$ cat src/program_sequencer_regs.svh
// Register indices, field positions, reset values and vectors of the program sequencer
`ifndef PROGRAM_SEQUENCER_REGS_SVH
`define PROGRAM_SEQUENCER_REGS_SVH

// ----------------------------------------------------------------
// Register indices (byte address is four times the index)
// ----------------------------------------------------------------
`define IDX_PC_LOW_BYTE      6'h06
`define IDX_LOOKUP_POINTER   6'h07
`define IDX_LOOKUP_HIGH_BYTE 6'h08
`define IDX_IRQ_CONTROL      6'h09
`define IDX_IRQ_STATUS       6'h0a

// ----------------------------------------------------------------
// Fields and reset values
// ----------------------------------------------------------------
`define IRQ_CTRL_GLOBAL_BIT  0
`define IRQ_CTRL_EN_LSB      1
`define RST_LOOKUP_POINTER   8'h00
`define RST_LOOKUP_HIGH_BYTE 8'h00
`define RST_IRQ_ENABLES      6'h00
`define RST_PC               12'h000

// ----------------------------------------------------------------
// Timing and fixed addresses
// ----------------------------------------------------------------
`define PHASES_PER_CYCLE     4
`define LAST_PAGE_BITS       4'hf
`define VEC_EXT_IRQ_0        12'h004
`define VEC_EXT_IRQ_1        12'h008
`define VEC_TIMER_0          12'h00c
`define VEC_TIMER_1          12'h010
`define VEC_TIME_BASE        12'h014
`define VEC_RTC              12'h018

`endif

$ cat src/program_sequencer_pkg.sv
// Types shared by the program sequencer and its decoder-facing ports
package program_sequencer_pkg;
   typedef enum logic [3:0] {
      op_next, op_skip, op_jump, op_call, op_return_from_call, op_return_from_service,
      op_low_byte_write, op_read_lookup_current_page, op_read_lookup_last_page
   } seq_op_t;
endpackage

$ cat src/program_sequencer.sv
// Program flow sequencer: phases, program counter, vectors, return stack, table reads
//
// Behaviour
// - Four clock phases form one instruction cycle.
// - Next word is fetched while the current one executes.
// - Instructions that change the counter take two cycles via a dummy.
// - Counter is twelve bits wide, 4096 words.
// - Counter increments by one after each fetch.
// - Taken skip discards the fetched word; counter advances by two.
// - Writing the low byte register jumps within the current 256-word page.
// - Reset loads counter with zero.
// - External lines 0 and 1 vector to 004H and 008H.
// - Timer 0 and timer 1 overflows vector to 00CH and 010H.
// - Time base and clock interrupts vector to 014H and 018H.
// - Jump and call load the full target; returns load stack top.
// - Program memory is 4096 by 15, addressed by counter or lookup.
// - Lookup page is counter bits 11-8 or all ones.
// - Lookup low byte to data memory, upper seven bits to high byte.
// - Every lookup instruction takes two cycles.
// - Six-level stack, invisible to software.
// - Call and acknowledge push counter; returns pop it.
// - Reset leaves the stack empty.
// - Full stack records requests but withholds acknowledge until a pop.
// - Call on full stack drops the oldest entry.
// - Acknowledge clears the global enable; flags still record.
// - Only the counter is stacked, never status.
`timescale 1ns/10ps
`default_nettype none
`include "program_sequencer_regs.svh"
module program_sequencer #(
   parameter int STACK_DEPTH = 6,
   parameter int IRQ_COUNT   = 6
) (
   input  wire logic                         core_clk,
   input  wire logic                         rst_n,
   output logic      [11:0]                  prog_addr,
   input  wire logic [14:0]                  prog_data,
   output logic      [14:0]                  instr_word,
   output logic                              instr_valid,
   output logic                              cycle_end,
   input  wire program_sequencer_pkg::seq_op_t dec_op,
   input  wire logic                         dec_skip_met,
   input  wire logic [11:0]                  dec_target,
   input  wire logic [7:0]                   dec_low_byte,
   output logic      [7:0]                   lookup_low,
   output logic                              lookup_low_wr,
   input  wire logic [IRQ_COUNT-1:0]         irq_req,
   output logic                              irq_ack,
   output logic      [IRQ_COUNT-1:0]         irq_ack_sel,
   input  wire logic [7:0]                   paddr,
   input  wire logic                         psel,
   input  wire logic                         penable,
   input  wire logic                         pwrite,
   input  wire logic [31:0]                  pwdata,
   output logic      [31:0]                  prdata,
   output logic                              pready,
   output logic                              pslverr
);
   import program_sequencer_pkg::*;

   logic [1:0]           phase;
   logic [11:0]          pc;
   logic [11:0]          next_pc;
   logic [11:0]          lookup_addr;
   logic                 exec_valid;
   logic                 stall;
   logic                 flush;
   logic                 open_slot;
   logic                 stk_push;
   logic                 stk_pop;
   logic                 stk_full;
   logic [11:0]          stk_top;
   logic                 global_irq_enable;
   logic [IRQ_COUNT-1:0] irq_enable;
   logic [IRQ_COUNT-1:0] irq_flag;
   logic [IRQ_COUNT-1:0] irq_live;
   logic [11:0]          irq_vector;
   logic [7:0]           lookup_pointer;
   logic [7:0]           lookup_high_byte;
   logic                 jump_pend;
   logic [7:0]           jump_low;
   logic                 boundary;
   logic                 is_lookup;
   seq_op_t              op;
   logic                 apb_wr;
   logic                 apb_setup;
   logic [5:0]           reg_idx;
   logic                 mapped;

   // ----------------------------------------------------------------
   // Phase generator
   // ----------------------------------------------------------------
   always_ff @(posedge core_clk or negedge rst_n) begin
      if (!rst_n) begin
         phase <= 2'h0;
      end else begin
         phase <= phase + 2'h1;
      end
   end

   assign boundary  = (phase == 2'(`PHASES_PER_CYCLE - 1));
   assign cycle_end = boundary;

   // ----------------------------------------------------------------
   // Flow decision at each instruction boundary
   // ----------------------------------------------------------------
   // A dummy or stalled slot decodes as plain sequential flow
   assign op        = (exec_valid && !stall) ? dec_op : op_next;
   assign is_lookup = (op == op_read_lookup_current_page) || (op == op_read_lookup_last_page);
   assign open_slot = boundary && !stall && ((op == op_next) || (op == op_skip && !dec_skip_met));
   assign irq_live  = irq_flag & irq_enable;
   assign irq_ack   = open_slot && !jump_pend && global_irq_enable && !stk_full && (irq_live != '0);

   // Lowest index is the lowest vector
   always_comb begin
      irq_ack_sel = '0;
      for (int i = IRQ_COUNT - 1; i >= 0; i--) begin
         if (irq_live[i]) begin
            irq_ack_sel = '0;
            irq_ack_sel[i] = irq_ack;
         end
      end
   end

   always_comb begin
      irq_vector = `VEC_RTC;
      priority case (1'b1)
         irq_live[0]: irq_vector = `VEC_EXT_IRQ_0;
         irq_live[1]: irq_vector = `VEC_EXT_IRQ_1;
         irq_live[2]: irq_vector = `VEC_TIMER_0;
         irq_live[3]: irq_vector = `VEC_TIMER_1;
         irq_live[4]: irq_vector = `VEC_TIME_BASE;
         default:     irq_vector = `VEC_RTC;
      endcase
   end

   always_comb begin
      next_pc = pc + 12'h001;
      flush   = 1'b0;
      unique case (op)
         op_jump, op_call: begin
            next_pc = dec_target;
            flush   = 1'b1;
         end
         op_return_from_call, op_return_from_service: begin
            next_pc = stk_top;
            flush   = 1'b1;
         end
         op_low_byte_write: begin
            next_pc = {pc[11:8], dec_low_byte};
            flush   = 1'b1;
         end
         op_skip: begin
            flush = dec_skip_met;
         end
         op_next, op_read_lookup_current_page, op_read_lookup_last_page: begin
            flush = 1'b0;
         end
      endcase
      if (open_slot && jump_pend) begin
         next_pc = {pc[11:8], jump_low};
         flush   = 1'b1;
      end else if (irq_ack) begin
         next_pc = irq_vector;
         flush   = 1'b1;
      end
   end

   // ----------------------------------------------------------------
   // Counter and pipeline registers
   // ----------------------------------------------------------------
   always_ff @(posedge core_clk or negedge rst_n) begin
      if (!rst_n) begin
         pc          <= `RST_PC;
         instr_word  <= 15'h0000;
         exec_valid  <= 1'b0;
         stall       <= 1'b0;
         lookup_addr <= 12'h000;
      end else if (boundary) begin
         if (stall) begin
            stall      <= 1'b0;
            exec_valid <= 1'b1;
         end else begin
            pc         <= next_pc;
            instr_word <= prog_data;
            exec_valid <= !flush;
            stall      <= is_lookup;
            lookup_addr <= {(op == op_read_lookup_last_page) ? `LAST_PAGE_BITS : pc[11:8],
                            lookup_pointer};
         end
      end
   end

   // Memory serves the lookup while stalled, so the counter stays put
   assign prog_addr   = stall ? lookup_addr : pc;
   assign instr_valid = exec_valid && !stall;

   // ----------------------------------------------------------------
   // Table lookup results
   // ----------------------------------------------------------------
   always_ff @(posedge core_clk or negedge rst_n) begin
      if (!rst_n) begin
         lookup_low       <= 8'h00;
         lookup_low_wr    <= 1'b0;
         lookup_high_byte <= `RST_LOOKUP_HIGH_BYTE;
      end else begin
         lookup_low_wr <= boundary && stall;
         if (boundary && stall) begin
            lookup_low       <= prog_data[7:0];
            lookup_high_byte <= {1'b0, prog_data[14:8]};
         end
      end
   end

   // ----------------------------------------------------------------
   // Return stack
   // ----------------------------------------------------------------
   // Only the counter goes on the stack; status is left to software
   assign stk_push = boundary && !stall && ((op == op_call) || irq_ack);
   assign stk_pop  = boundary && !stall && ((op == op_return_from_call) || (op == op_return_from_service));

   return_stack #(
      .DEPTH (STACK_DEPTH),
      .WIDTH (12)
   ) return_stack_i (
      .core_clk  (core_clk),
      .rst_n     (rst_n),
      .push      (stk_push),
      .pop       (stk_pop),
      .push_data (pc),
      .top       (stk_top),
      .full      (stk_full),
      .empty     ()
   );

   // ----------------------------------------------------------------
   // Interrupt flags and enables
   // ----------------------------------------------------------------
   // A request arriving with its acknowledge stays recorded
   always_ff @(posedge core_clk or negedge rst_n) begin
      if (!rst_n) begin
         irq_flag <= '0;
      end else begin
         irq_flag <= (irq_flag & ~irq_ack_sel) | irq_req;
      end
   end

   always_ff @(posedge core_clk or negedge rst_n) begin
      if (!rst_n) begin
         global_irq_enable <= 1'b0;
         irq_enable        <= `RST_IRQ_ENABLES;
      end else begin
         if (irq_ack) begin
            global_irq_enable <= 1'b0;
         end else if (stk_pop && op == op_return_from_service) begin
            global_irq_enable <= 1'b1;
         end else if (apb_wr && reg_idx == `IDX_IRQ_CONTROL) begin
            global_irq_enable <= pwdata[`IRQ_CTRL_GLOBAL_BIT];
         end
         if (apb_wr && reg_idx == `IDX_IRQ_CONTROL) begin
            irq_enable <= pwdata[`IRQ_CTRL_EN_LSB +: IRQ_COUNT];
         end
      end
   end

   // ----------------------------------------------------------------
   // APB register slave
   // ----------------------------------------------------------------
   assign reg_idx   = paddr[7:2];
   assign mapped    = (paddr[1:0] == 2'h0) && (reg_idx >= `IDX_PC_LOW_BYTE) && (reg_idx <= `IDX_IRQ_STATUS);
   assign apb_wr    = psel && penable && pwrite && mapped;
   assign apb_setup = psel && !penable;
   assign pready    = 1'b1;
   assign pslverr   = psel && penable && !mapped;

   always_ff @(posedge core_clk or negedge rst_n) begin
      if (!rst_n) begin
         lookup_pointer <= `RST_LOOKUP_POINTER;
      end else if (apb_wr && reg_idx == `IDX_LOOKUP_POINTER) begin
         lookup_pointer <= pwdata[7:0];
      end
   end

   // Software jump waits for the next free instruction boundary
   always_ff @(posedge core_clk or negedge rst_n) begin
      if (!rst_n) begin
         jump_pend <= 1'b0;
         jump_low  <= 8'h00;
      end else if (apb_wr && reg_idx == `IDX_PC_LOW_BYTE) begin
         jump_pend <= 1'b1;
         jump_low  <= pwdata[7:0];
      end else if (open_slot) begin
         jump_pend <= 1'b0;
      end
   end

   // Read data is latched in the setup phase so the access needs no wait
   always_ff @(posedge core_clk or negedge rst_n) begin
      if (!rst_n) begin
         prdata <= 32'h0000_0000;
      end else if (apb_setup) begin
         prdata <= 32'h0000_0000;
         unique case (mapped ? reg_idx : 6'h00)
            `IDX_PC_LOW_BYTE:      prdata[7:0] <= pc[7:0];
            `IDX_LOOKUP_POINTER:   prdata[7:0] <= lookup_pointer;
            `IDX_LOOKUP_HIGH_BYTE: prdata[7:0] <= lookup_high_byte;
            `IDX_IRQ_CONTROL:      prdata[IRQ_COUNT:0] <= {irq_enable, global_irq_enable};
            `IDX_IRQ_STATUS:       prdata[IRQ_COUNT-1:0] <= irq_flag;
            default:               prdata <= 32'h0000_0000;
         endcase
      end
   end
endmodule
`default_nettype wire

$ cat src/return_stack.sv
// Return address stack with overflow that drops the oldest entry
`timescale 1ns/10ps
`default_nettype none
module return_stack #(
   parameter int DEPTH = 6,
   parameter int WIDTH = 12
) (
   input  wire logic             core_clk,
   input  wire logic             rst_n,
   input  wire logic             push,
   input  wire logic             pop,
   input  wire logic [WIDTH-1:0] push_data,
   output logic      [WIDTH-1:0] top,
   output logic                  full,
   output logic                  empty
);
   logic [WIDTH-1:0]         entry [DEPTH];
   logic [$clog2(DEPTH+1)-1:0] return_stack_index;

   // ----------------------------------------------------------------
   // Entries: entry 0 is the most recent address
   // ----------------------------------------------------------------
   // Shifting keeps overflow trivial: the deepest entry falls off the end
   always_ff @(posedge core_clk or negedge rst_n) begin
      if (!rst_n) begin
         for (int i = 0; i < DEPTH; i++) begin
            entry[i] <= '0;
         end
      end else if (push) begin
         entry[0] <= push_data;
         for (int i = 1; i < DEPTH; i++) begin
            entry[i] <= entry[i-1];
         end
      end else if (pop) begin
         for (int i = 0; i < DEPTH - 1; i++) begin
            entry[i] <= entry[i+1];
         end
      end
   end

   always_ff @(posedge core_clk or negedge rst_n) begin
      if (!rst_n) begin
         return_stack_index <= '0;
      end else if (push && !full) begin
         return_stack_index <= return_stack_index + 1'b1;
      end else if (pop && !empty) begin
         return_stack_index <= return_stack_index - 1'b1;
      end
   end

   assign top   = entry[0];
   assign full  = (return_stack_index == ($clog2(DEPTH+1))'(DEPTH));
   assign empty = (return_stack_index == '0);
endmodule
`default_nettype wire

$ cat config.mk
export PLATFORM = sky130hd
export DESIGN_NAME = program_sequencer
export DESIGN_NICKNAME = d
export VERILOG_FILES = /design/src/program_sequencer_pkg.sv /design/src/program_sequencer.sv /design/src/return_stack.sv
export VERILOG_INCLUDE_DIRS = /design/src
export SDC_FILE = /design/constraint.sdc
export NUM_CORES = 1
export LEC_CHECK = 0
export BUFFER_PORTS_ARGS = -buffer_cell sky130_fd_sc_hd__buf_2
export CAP_MARGIN = 5
export CELL_PAD_IN_SITES_DETAIL_PLACEMENT = 1
export CELL_PAD_IN_SITES_GLOBAL_PLACEMENT = 2
export CORE_MARGIN = 3
export CORE_UTILIZATION = 35
export CTS_CLUSTER_DIAMETER = 150
export CTS_CLUSTER_SIZE = 28
export DETAILED_ROUTE_END_ITERATION = 10
export PLACE_DENSITY = 0.8
export SYNTH_ARGS = -nofsm -noshare
export SYNTH_HDL_FRONTEND = slang
export SYNTH_SLANG_ARGS = --single-unit
$ cat constraint.sdc
create_clock -name core_clk -period 3.6 [get_ports core_clk]
set_input_delay 0.72 -clock core_clk [delete_from_list [all_inputs] [get_ports core_clk]]
set_output_delay 0.72 -clock core_clk [all_outputs]
set_load 0.02 [all_outputs]
=== After elaboration in Yosys (flattened, before gate mapping) ===
Cells that the tools add are included.

* Input bits: 91
* Register bits after elaboration: 172
* Word-level logic and storage cells: 141

* Equal/unequal tests: 19
* Multiplexer cells: 35
* Reductions and logical operators: 51
* Order comparisons: 2
* Add/sub/neg operators: 4
* Bitwise logic cells: 6

{| class="wikitable"
|+ Operators by type and width
! kind !! number
|-
| two-way mux 60 bit || 2
|-
| two-way mux 6 bit || 7
|-
| two-way mux 12 bit || 3
|-
| case mux 12 bit (3 select lines) || 1
|-
| case mux 6 bit (5 select lines) || 1
|-
| logical AND 1 bit || 25
|-
| equality test 6 x 3 -> 1 bit (second input constant) || 4
|-
| equality test 6 x 4 -> 1 bit (second input constant) || 4
|-
| equality test 4 x 3 -> 1 bit (second input constant) || 4
|-
| two-way mux 4 bit || 4
|-
| adder 12 x 1 -> 12 bit (second input constant) || 1
|-
| bitwise AND 6 bit || 2
|-
| two-way mux 5 bit || 2
|-
| two-way mux 1 bit || 9
|-
| equality test 4 x 2 -> 1 bit (second input constant) || 2
|-
| zero test 1 bit || 8
|-
| two-way mux 8 bit || 1
|-
| >= comparator 6 x 3 -> 1 bit (second input constant) || 1
|-
| <= comparator 6 x 4 -> 1 bit (second input constant) || 1
|-
| two-way mux 3 bit || 2
|-
| NOT 6 bit || 1
|-
| OR 6 bit || 1
|-
| nonzero test 2 bit || 3
|-
| nonzero test 6 bit || 1
|-
| other kinds (22) || 27
|}

=== Longest topological paths before layout ===
Gate-level depths: netlist of run 1.

* Depth in word-level cells: 20
* Gate-level depth with buffers: 14
* Mapped depth without buffers: 11

=== By module ===
A second synthesis of run 1 with hierarchy kept.

* Cells, all modules: 828
* Area, all modules: 8653.3 µm²

{| class="wikitable"
|+ Modules (own cells, without submodules)
! module !! area each (µm²) !! cells an instance !! seq. area each (µm²) !! instances
|-
| program_sequencer || 5081.1 || 500 || 2427.3 || 1
|-
| return_stack || 3572.2 || 328 || 1876.8 || 1
|}

=== Worst setup path before layout of run 1 ===
No wires, ideal clock.

* Kind: input to output
* Start point: in dec_op[1]
* End point: out irq_ack_sel[4]
* Stages on the path: 5
* Slack: 0.451 ns
* Arrival: 2.429 ns
* Required time: 2.880 ns
* Path buffers: 1
* Path through: buf_2 -> a2111o_1 -> a21oi_2 -> nand4_1 -> nor4_1

* Cells in the longest elaborated chain, start to end: 14
* Elaborated cells between the ends (all ways): 15
* Classes of those cells: eq/ne: 1; mux: 6; reduce/logical: 8

{| class="wikitable"
|+ Ends and longest elaborated chain
! element !! RTL line !! source
|-
| start, declared || program_sequencer.sv:41 || <nowiki>input wire program_sequencer_pkg::seq_op_t dec_op,</nowiki>
|-
| two-way mux 4 bit (*) || program_sequencer.sv:108 || <nowiki>assign op = (exec_valid && !stall) ? dec_op : op_next;</nowiki>
|-
| equality test 4 x 1 -> 1 bit || program_sequencer.sv:110 || <nowiki>assign open_slot = boundary && !stall && ((op == op_next) || (op == op_skip && !dec_skip_met));</nowiki>
|-
| logical AND 1 bit || program_sequencer.sv:110 ||
|-
| logical OR 1 bit (*) || program_sequencer.sv:110 ||
|-
| logical AND 1 bit (*) || program_sequencer.sv:110 ||
|-
| logical AND 1 bit (*) (4 in a row) || program_sequencer.sv:112 || <nowiki>assign irq_ack = open_slot && !jump_pend && global_irq_enable && !stk_full && (irq_live != '0);</nowiki>
|-
| two-way mux 6 bit (*) (5 in a row) || program_sequencer.sv:118 || <nowiki>if (irq_live[i]) begin</nowiki>
|-
| end, declared || program_sequencer.sv:49 || <nowiki>output logic [IRQ_COUNT-1:0] irq_ack_sel,</nowiki>
|}

Every way passes the cells marked *; elsewhere a longest branch is shown, timed or not.

=== Worst setup path after layout of run 1 ===
* Start point: reg phase[0]
* End point: out irq_ack_sel[4]

* Cells in the longest elaborated chain, start to end: 12

{| class="wikitable"
|+ Ends and longest elaborated chain
! element !! RTL line !! source
|-
| start, declared || program_sequencer.sv:61 || <nowiki>logic [1:0] phase;</nowiki>
|-
| start signal, assigned || program_sequencer.sv:97 || <nowiki>phase <= phase + 2'h1;</nowiki>
|-
| equality test 2 bit || program_sequencer.sv:101 || <nowiki>assign boundary = (phase == 2'(`PHASES_PER_CYCLE - 1));</nowiki>
|-
| logical AND 1 bit (2 in a row) || program_sequencer.sv:110 ||
|-
| logical AND 1 bit (4 in a row) || program_sequencer.sv:112 ||
|-
| two-way mux 6 bit (5 in a row) || program_sequencer.sv:118 ||
|}

No other way between the ends.

==> reports/qor.txt, run 1 <==
PD cells -> 539 mW/mm^2
Pint -> 0.00369 W
area leader, netlist -> dfrtp_1
Die H -> 162 um
Hold Buf Count CTS -> 0
1st-iter DRT viols -> 516
# setup viols final -> 0
CP max stage cell -> ha_1
Post-synth top cells -> dfrtp_1, nand2_1, a21oi_1, mux2_2, a31oi_1
cts repair resizes -> 0
combinational share of power -> 17.8%
Max stage delay on crit path -> 0.47 ns
Inserted Clock Buffers -> 17
WP buf/inv -> 1
switching share of power -> 31.3%
H-tree depth -> 4
asr flop ratio synth -> 100%
WL/cell -> 19.9 um
CP Data Required Time -> 2.88 ns
clock slew seen by the registers of the worst setup and hold paths -> 0.07 ns
total grt overflow -> 0
CP Launch Type -> flip-flop
diode count -> 0
clk root buf -> clkbuf_16
post-CTS setup buffer count -> 0
Via density -> 5.39
synthesized cell area -> 0.00854 sq mm
critical path, cell by cell -> ha_1, nand2b_1, a21oi_2, nand4_1, nor4_1, buf_2
gpl congestion -> 0.805
Slew HR -> 36.9%
Area contributors post-synth -> dfrtp_1, nand2_1, mux2_2
syn avg cell area -> 10.2 sq um
maxcap violations -> 0
worst-skew pair later-pin latency -> 0.43 ns
Reg area -> 0.00430 sq mm
RSZ-0062 raised after global routing -> no
count leader, synth -> dfrtp_1
final WL -> 25,400 um
I/O Pins -> 170
ratio of cells with drive above 1 in the final layout -> 26.3%
clock sinks -> 172
total track usage -> 19.4%
top cell type's share of synthesized area -> 50.4%
fillers -> 2,661
Placed Area -> 0.00938 sq mm
Syn-to-layout area delta -> 16.6%
Largest delay share family, worst path -> simple AND/OR/NAND/NOR gates
Layout Nets -> 1,035
Tmin final -> 3.15 ns
first drt pass iteration count -> 5
LEAKAGE -> 4.75 nW
clock skew -> 0.0122 ns
I/O Buffers -> 120
f_max -> 317 MHz
die footprint -> 0.0263 sq mm
Die W -> 162 um
sequential share of the synthesized area -> 50.4%
Switch Pwr -> 0.00168 W
Final Cycle Share -> 87.6%
critical path class -> flip-flop to output pin
Starting Density -> 36.0%
top_reg_cell synth -> dfrtp_1
initial antenna violation count -> 0
Arr. time, crit path -> 2.43 ns
Fin. Hold Viols -> 0
final core occ -> 41.9%
clock tree buffer depth -> 2
sequential power share -> 48.1%
number of global-route vias before repair -> 7,001
status -> completed
DRC errors left -> 0
Tightest Hold Check Type -> input port to async pin
remaining antenna violation count after routing -> 0
crit-path max FO -> 8
overall power -> 0.00537 W
Slew @ Worst Pin -> 0.947 ns
Seq cells post-synth -> 172
design area -> 0.00996 sq mm
wire length of the first global-routing pass -> 40,200 um
Core Region -> 0.0238 sq mm
Yosys warnings -> 0
pin count of the biggest net entering global routing -> 78
Total Neg Setup Slack -> 0 ns
HPWL Detailed -> 17,600 um
Max Slew Vio Count -> 0
via count -> 6,857
std cell rows -> 56
area of the multi-input gates -> 0.00382 sq mm
worst vdd ir -> 320 uV
TritonCTS clock tree -> yes
Clk pwr share -> 34.0%
Post-synth EDFFs -> 0
Synth cell types -> 71
CP endpoint kind -> output pin
Post-Syn Instances -> 836
[through the flow]
stage | hold WS, ns | instances | setup slack [ns]
after CTS | 0.358 | 1273 | 0.380
after floorplan | 0.401 | 859 | 0.451
after global placement | 0.412 | 1241 | 0.355
final | 0.326 | 1273 | 0.447
after detailed placement | 0.419 | 1241 | 0.347
after global routing | 0.381 | 1273 | 0.256
[power by group through the flow]
stage                     combinational (W)  clock (W)  sequential [W]
final                              0.000958    0.00183         0.00258
after global placement             0.000937          0         0.00260
after floorplan                    0.000661          0         0.00250
after CTS                          0.000971    0.00187         0.00258
after global routing                0.00107    0.00195         0.00263
after detailed placement           0.000965          0         0.00261
[path summary, 6_finish.rpt]
| path | start | to | slack [ns] | cells past startpoint |
|---|---|---|---|---|
| max in group asynchronous | rst_n | lookup_addr[1]$_DFFE_PN0P_ | 2.43 | 2 |
| min in group core_clk | phase[0]$_DFF_PN0_ | phase[0]$_DFF_PN0_ | 0.42 | 1 |
| min | rst_n | lookup_addr[11]$_DFFE_PN0P_ | 0.33 | 1 |
| max reg2reg | phase[0]$_DFF_PN0_ | return_stack_i.return_stack_index[2]$_DFFE_PN0P_ | 0.72 | 10 |
| max | phase[0]$_DFF_PN0_ | irq_ack_sel[4] | 0.45 | 6 |
| min reg2reg | phase[0]$_DFF_PN0_ | phase[0]$_DFF_PN0_ | 0.42 | 1 |
[flip-flops by register name, indices dropped and copies added, names as in the netlist, 2 cells and up]
register                           flops
return_stack_i.return_stack_index      3
phase                                  2
lookup_pointer                         8
lookup_addr                           12
lookup_high_byte                       7
prdata                                 8
return_stack_i.entry                  60
instr_word                            15
jump_low                               8
pc                                    12
lookup_low                             8
irq_enable                             6
return_stack_i.top                    12
irq_flag                               6
[worst register-to-register path, cell delays in order (launching register included)]
cell and delay [ns]:
dfrtp_1 0.35, ha_1 0.47, nand2b_1 0.16, a21oi_2 0.24
nand3_2 0.28, nand2_1 0.18, nand2_1 0.09, fa_1 0.47
o22ai_1 0.19, o221ai_1 0.13, and4_1 0.21
[final cells by class]
class	instances	share of cell area [%]
Multi-Input combinational cell	595	38.4
Timing Repair Buffer	144	8.15
Sequential cell	172	43.2
Clock buffer	21	4.72
Inverter	11	0.415
Clock inverter	11	1.11
Tap cell	319	4.01
[logic make-up (layout without fill, tap and decap cells)]
family | Yosys count | in the layout | synth area share (%)
simple gates | 296 | 296 | 17.3
compound gates | 205 | 205 | 17.0
flops | 172 | 172 | 50.4
buf+inv | 92 | 187 | 5.90
mux | 60 | 60 | 8.25
xor+xnor | 6 | 6 | 0.615
fa+ha+maj | 3 | 3 | 0.527
other cells | 2 | 25 | 0.0879
[cells in the final DEF (no fill, tap or decap), types with 10 or more instances in the layout]
master	count
a22oi_1	15
inv_1	10
a222oi_1	10
a21oi_1	56
buf_4	22
a221o_1	25
a31oi_1	39
o21ai_0	12
and3_1	28
clkbuf_16	17
mux2_2	49
buf_2	119
nor2_1	21
nand3_1	12
dfrtp_1	172
conb_1	25
nand2_1	170
[metal layers]
layer  GRT usage (%)  part of all wire (%)  routed length (um)  vias to the layer above
li1                -                     -                   -                     3198
met3            3.65                   4.1                1030                       21
met4            4.69                   1.1                 277                        0
met5               0                     0                   0                        -
met1            26.5                    46               11700                     3485
met2            32.2                    49               12400                      153
No activity file was read; power rests on OpenSTA's default activity.
==> run 2, diff against run 1 <==
--- a/config.mk
+++ b/config.mk
@@ -7,4 +7,5 @@
 export NUM_CORES = 1
 export LEC_CHECK = 0
+export ABC_AREA = 1
 export BUFFER_PORTS_ARGS = -buffer_cell sky130_fd_sc_hd__buf_2
 export CAP_MARGIN = 5
@@ -12,9 +13,9 @@
 export CELL_PAD_IN_SITES_GLOBAL_PLACEMENT = 2
 export CORE_MARGIN = 3
-export CORE_UTILIZATION = 35
+export CORE_UTILIZATION = 29
 export CTS_CLUSTER_DIAMETER = 150
 export CTS_CLUSTER_SIZE = 28
 export DETAILED_ROUTE_END_ITERATION = 10
-export PLACE_DENSITY = 0.8
+export PLACE_DENSITY = 0.77
 export SYNTH_ARGS = -nofsm -noshare
 export SYNTH_HDL_FRONTEND = slang
==> constraint.sdc (replaced) <==
create_clock -name core_clk -period 2.65 [get_ports core_clk]
set_input_delay 0.53 -clock core_clk [delete_from_list [all_inputs] [get_ports core_clk]]
set_output_delay 0.53 -clock core_clk [all_outputs]
set_load 0.01 [all_outputs]
==> reports/qor.txt, run 2 <==
status -> completed
Arr. time, crit path -> 2.90 ns
area leader, netlist -> dfrtp_1
top_reg_cell synth -> dfrtp_1
I/O Buffers -> 120
clock skew -> 0.0198 ns
WP buf/inv -> 2
crit-path max FO -> 4
Largest delay share family, worst path -> simple AND/OR/NAND/NOR gates
Max Slew Vio Count -> 0
CP endpoint kind -> flip-flop
worst setup margin -> 0.0907 ns
die footprint -> 0.0317 sq mm
remaining antenna violation count after routing -> 0
fillers -> 3,504
LEAKAGE -> 5.43 nW
pre-CTS worst setup slack -> -0.116 ns
total grt overflow -> 0
Starting Density -> 29.6%
Post-synth EDFFs -> 0
syn avg cell area -> 7.89 sq um
DRC errors left -> 0
TritonCTS clock tree -> yes
gpl congestion -> 0.796
synthesized cell area -> 0.00857 sq mm
number of global-route vias before repair -> 7,695
Inserted Clock Buffers -> 17
worst-skew pair later-pin latency -> 0.45 ns
Biggest register -> return_stack_i.entry
Via density -> 4.59
total track usage -> 17.0%
Largest register FFs -> 60
diode count -> 0
H-tree depth -> 4
Tmin final -> 2.56 ns
Post-synth top cells -> nand2_1, dfrtp_1, inv_1, nand3_1, o21ai_0
final WL -> 25,900 um
first drt pass iteration count -> 5
Syn-to-layout area delta -> 21.6%
Yosys warnings -> 0
CP Data Required Time -> 2.99 ns
clock tree buffer depth -> 2
critical path, cell by cell -> ha_1, inv_1, nor2_4, nand4_1, nand2_4, nand2_1, fa_1, or2_1, nand2_1, nand2_1, nand2_1, inv_1
asr flop ratio synth -> 100%
Die W -> 178 um
initial antenna violation count -> 0
clock slew seen by the registers of the worst setup and hold paths -> 0.09 ns
I/O Pins -> 170
final core occ -> 36.0%
Post-Syn Instances -> 1,087
clk root buf -> clkbuf_16
design area -> 0.0104 sq mm
worst vdd ir -> 401 uV
WL/cell -> 16.0 um
RSZ-0062 raised after global routing -> yes
most common cell after layout, fill and taps aside -> nand2_1
HPWL Detailed -> 19,000 um
# setup viols final -> 0
f_max -> 391 MHz
1st-iter DRT viols -> 498
PD cells -> 875 mW/mm^2
wire length of the first global-routing pass -> 42,100 um
via count -> 7,430
Die H -> 178 um
crit-path most repeated cell -> nand2_1
top cell type's share of synthesized area -> 50.2%
std cell rows -> 62
Final Cycle Share -> 96.6%
Fin. Hold Viols -> 0
Core Region -> 0.0289 sq mm
critical path class -> flip-flop to flip-flop
Layout Nets -> 1,316
Slew HR -> 59.5%
Seq cells post-synth -> 172
largest registers -> return_stack_i.entry (60), instr_word (15)
Slew @ Worst Pin -> 0.605 ns
Placed Area -> 0.00959 sq mm
Total Neg Setup Slack -> 0 ns
Hold WS -> 0.276 ns
Synth cell types -> 42
clock sinks -> 172
maxcap violations -> 0
most frequent cells in the layout -> nand2_1, dfrtp_1, buf_2, inv_1, nand3_1
ratio of cells with drive above 1 in the final layout -> 18.5%
Tightest Hold Check Type -> input port to flip-flop
CP Launch Type -> flip-flop
Max stage delay on crit path -> 0.41 ns
count leader, synth -> nand2_1
pin count of the biggest net entering global routing -> 67
Area contributors post-synth -> dfrtp_1, nand2_1, nand3_1
CP max stage cell -> fa_1
sequential share of the synthesized area -> 50.2%
run 2: metal layers:
| metal | wire, um | GRT usage [%] |
|---|---|---|
| met1 | 11800 | 22.3 |
| met2 | 12700 | 28.7 |
| met3 | 1100 | 3.85 |
| met4 | 299 | 3.83 |
| met5 | 0 | 0 |
run 2: cell families (layout without fill, tap and decap cells):
group           count (synthesis)  in the layout  synth area share, %
buf+inv                       184            308                 9.91
flops                         172            172                 50.2
xor+xnor                        7              7                0.715
compound gates                182            182                 11.9
other cells                     2             25               0.0876
fa+ha+maj                       3              3                0.525
simple gates                  537            538                 26.6
run 2: area by class of cell:
cell class	count	area (sq um)	share of cell area, %
Multi-Input combinational cell	755	3600	34.5
Inverter	117	439	4.21
Tap cell	384	480	4.61
Sequential cell	172	4300	41.3
Clock buffer	17	425	4.08
Timing Repair Buffer	159	987	9.47
Clock inverter	15	191	1.84
run 2: final timing paths:
check / start / cells past startpoint / to / slack [ns]
min in group asynchronous: rst_n / 2 / return_stack_i.entry[1]$_DFFE_PN0P_ / 0.54
worst min-delay path: irq_req[5] / 2 / irq_flag[5]$_DFF_PN0_ / 0.28
worst min register to register: phase[0]$_DFF_PN0_ / 1 / phase[0]$_DFF_PN0_ / 0.44
max in group asynchronous: rst_n / 3 / exec_valid$_DFFE_PN0N_ / 1.49
worst max-delay path: phase[0]$_DFF_PN0_ / 12 / return_stack_i.return_stack_index[2]$_DFFE_PN0P_ / 0.09
worst max register to register: phase[0]$_DFF_PN0_ / 12 / return_stack_i.return_stack_index[2]$_DFFE_PN0P_ / 0.09
run 2: worst register-to-register path, cell delays in order, from the launching register on:
cell and delay [ns]:
dfrtp_1 0.36, ha_1 0.21, inv_1 0.11, nor2_4 0.20, nand4_1 0.32, nand2_4 0.26
nand2_1 0.11, fa_1 0.41, or2_1 0.26, nand2_1 0.08, nand2_1 0.05, nand2_1 0.05
inv_1 0.03
run 2: stage by stage:
stage,std cells,total power [W]
CTS,1615,0.00920
global placement,1574,0.00640
global route,1619,0.00979
detailed placement,1574,0.00650
finish,1619,0.00913
floorplan,1110,0.00541
run 2: what timing repair did:
| action | in CTS | in global routing |
|---|---|---|
| resized for setup | 13 | 12 |
| pin swaps | 5 | 5 |
| hold buffers | 1 | 0 |
| endpoints found under the hold margin | 27 | 0 |
| setup buffers | 7 | 4 |
| gates cloned | 1 | 0 |
| endpoints found under the setup margin | 15 | 9 |
run 2: power by group:
part / switching [W] / total, W / internal [W]
logic: 0.00148 / 0.00247 / 0.000991
registers: 0.000670 / 0.00405 / 0.00338
clock network: 0.00131 / 0.00261 / 0.00130
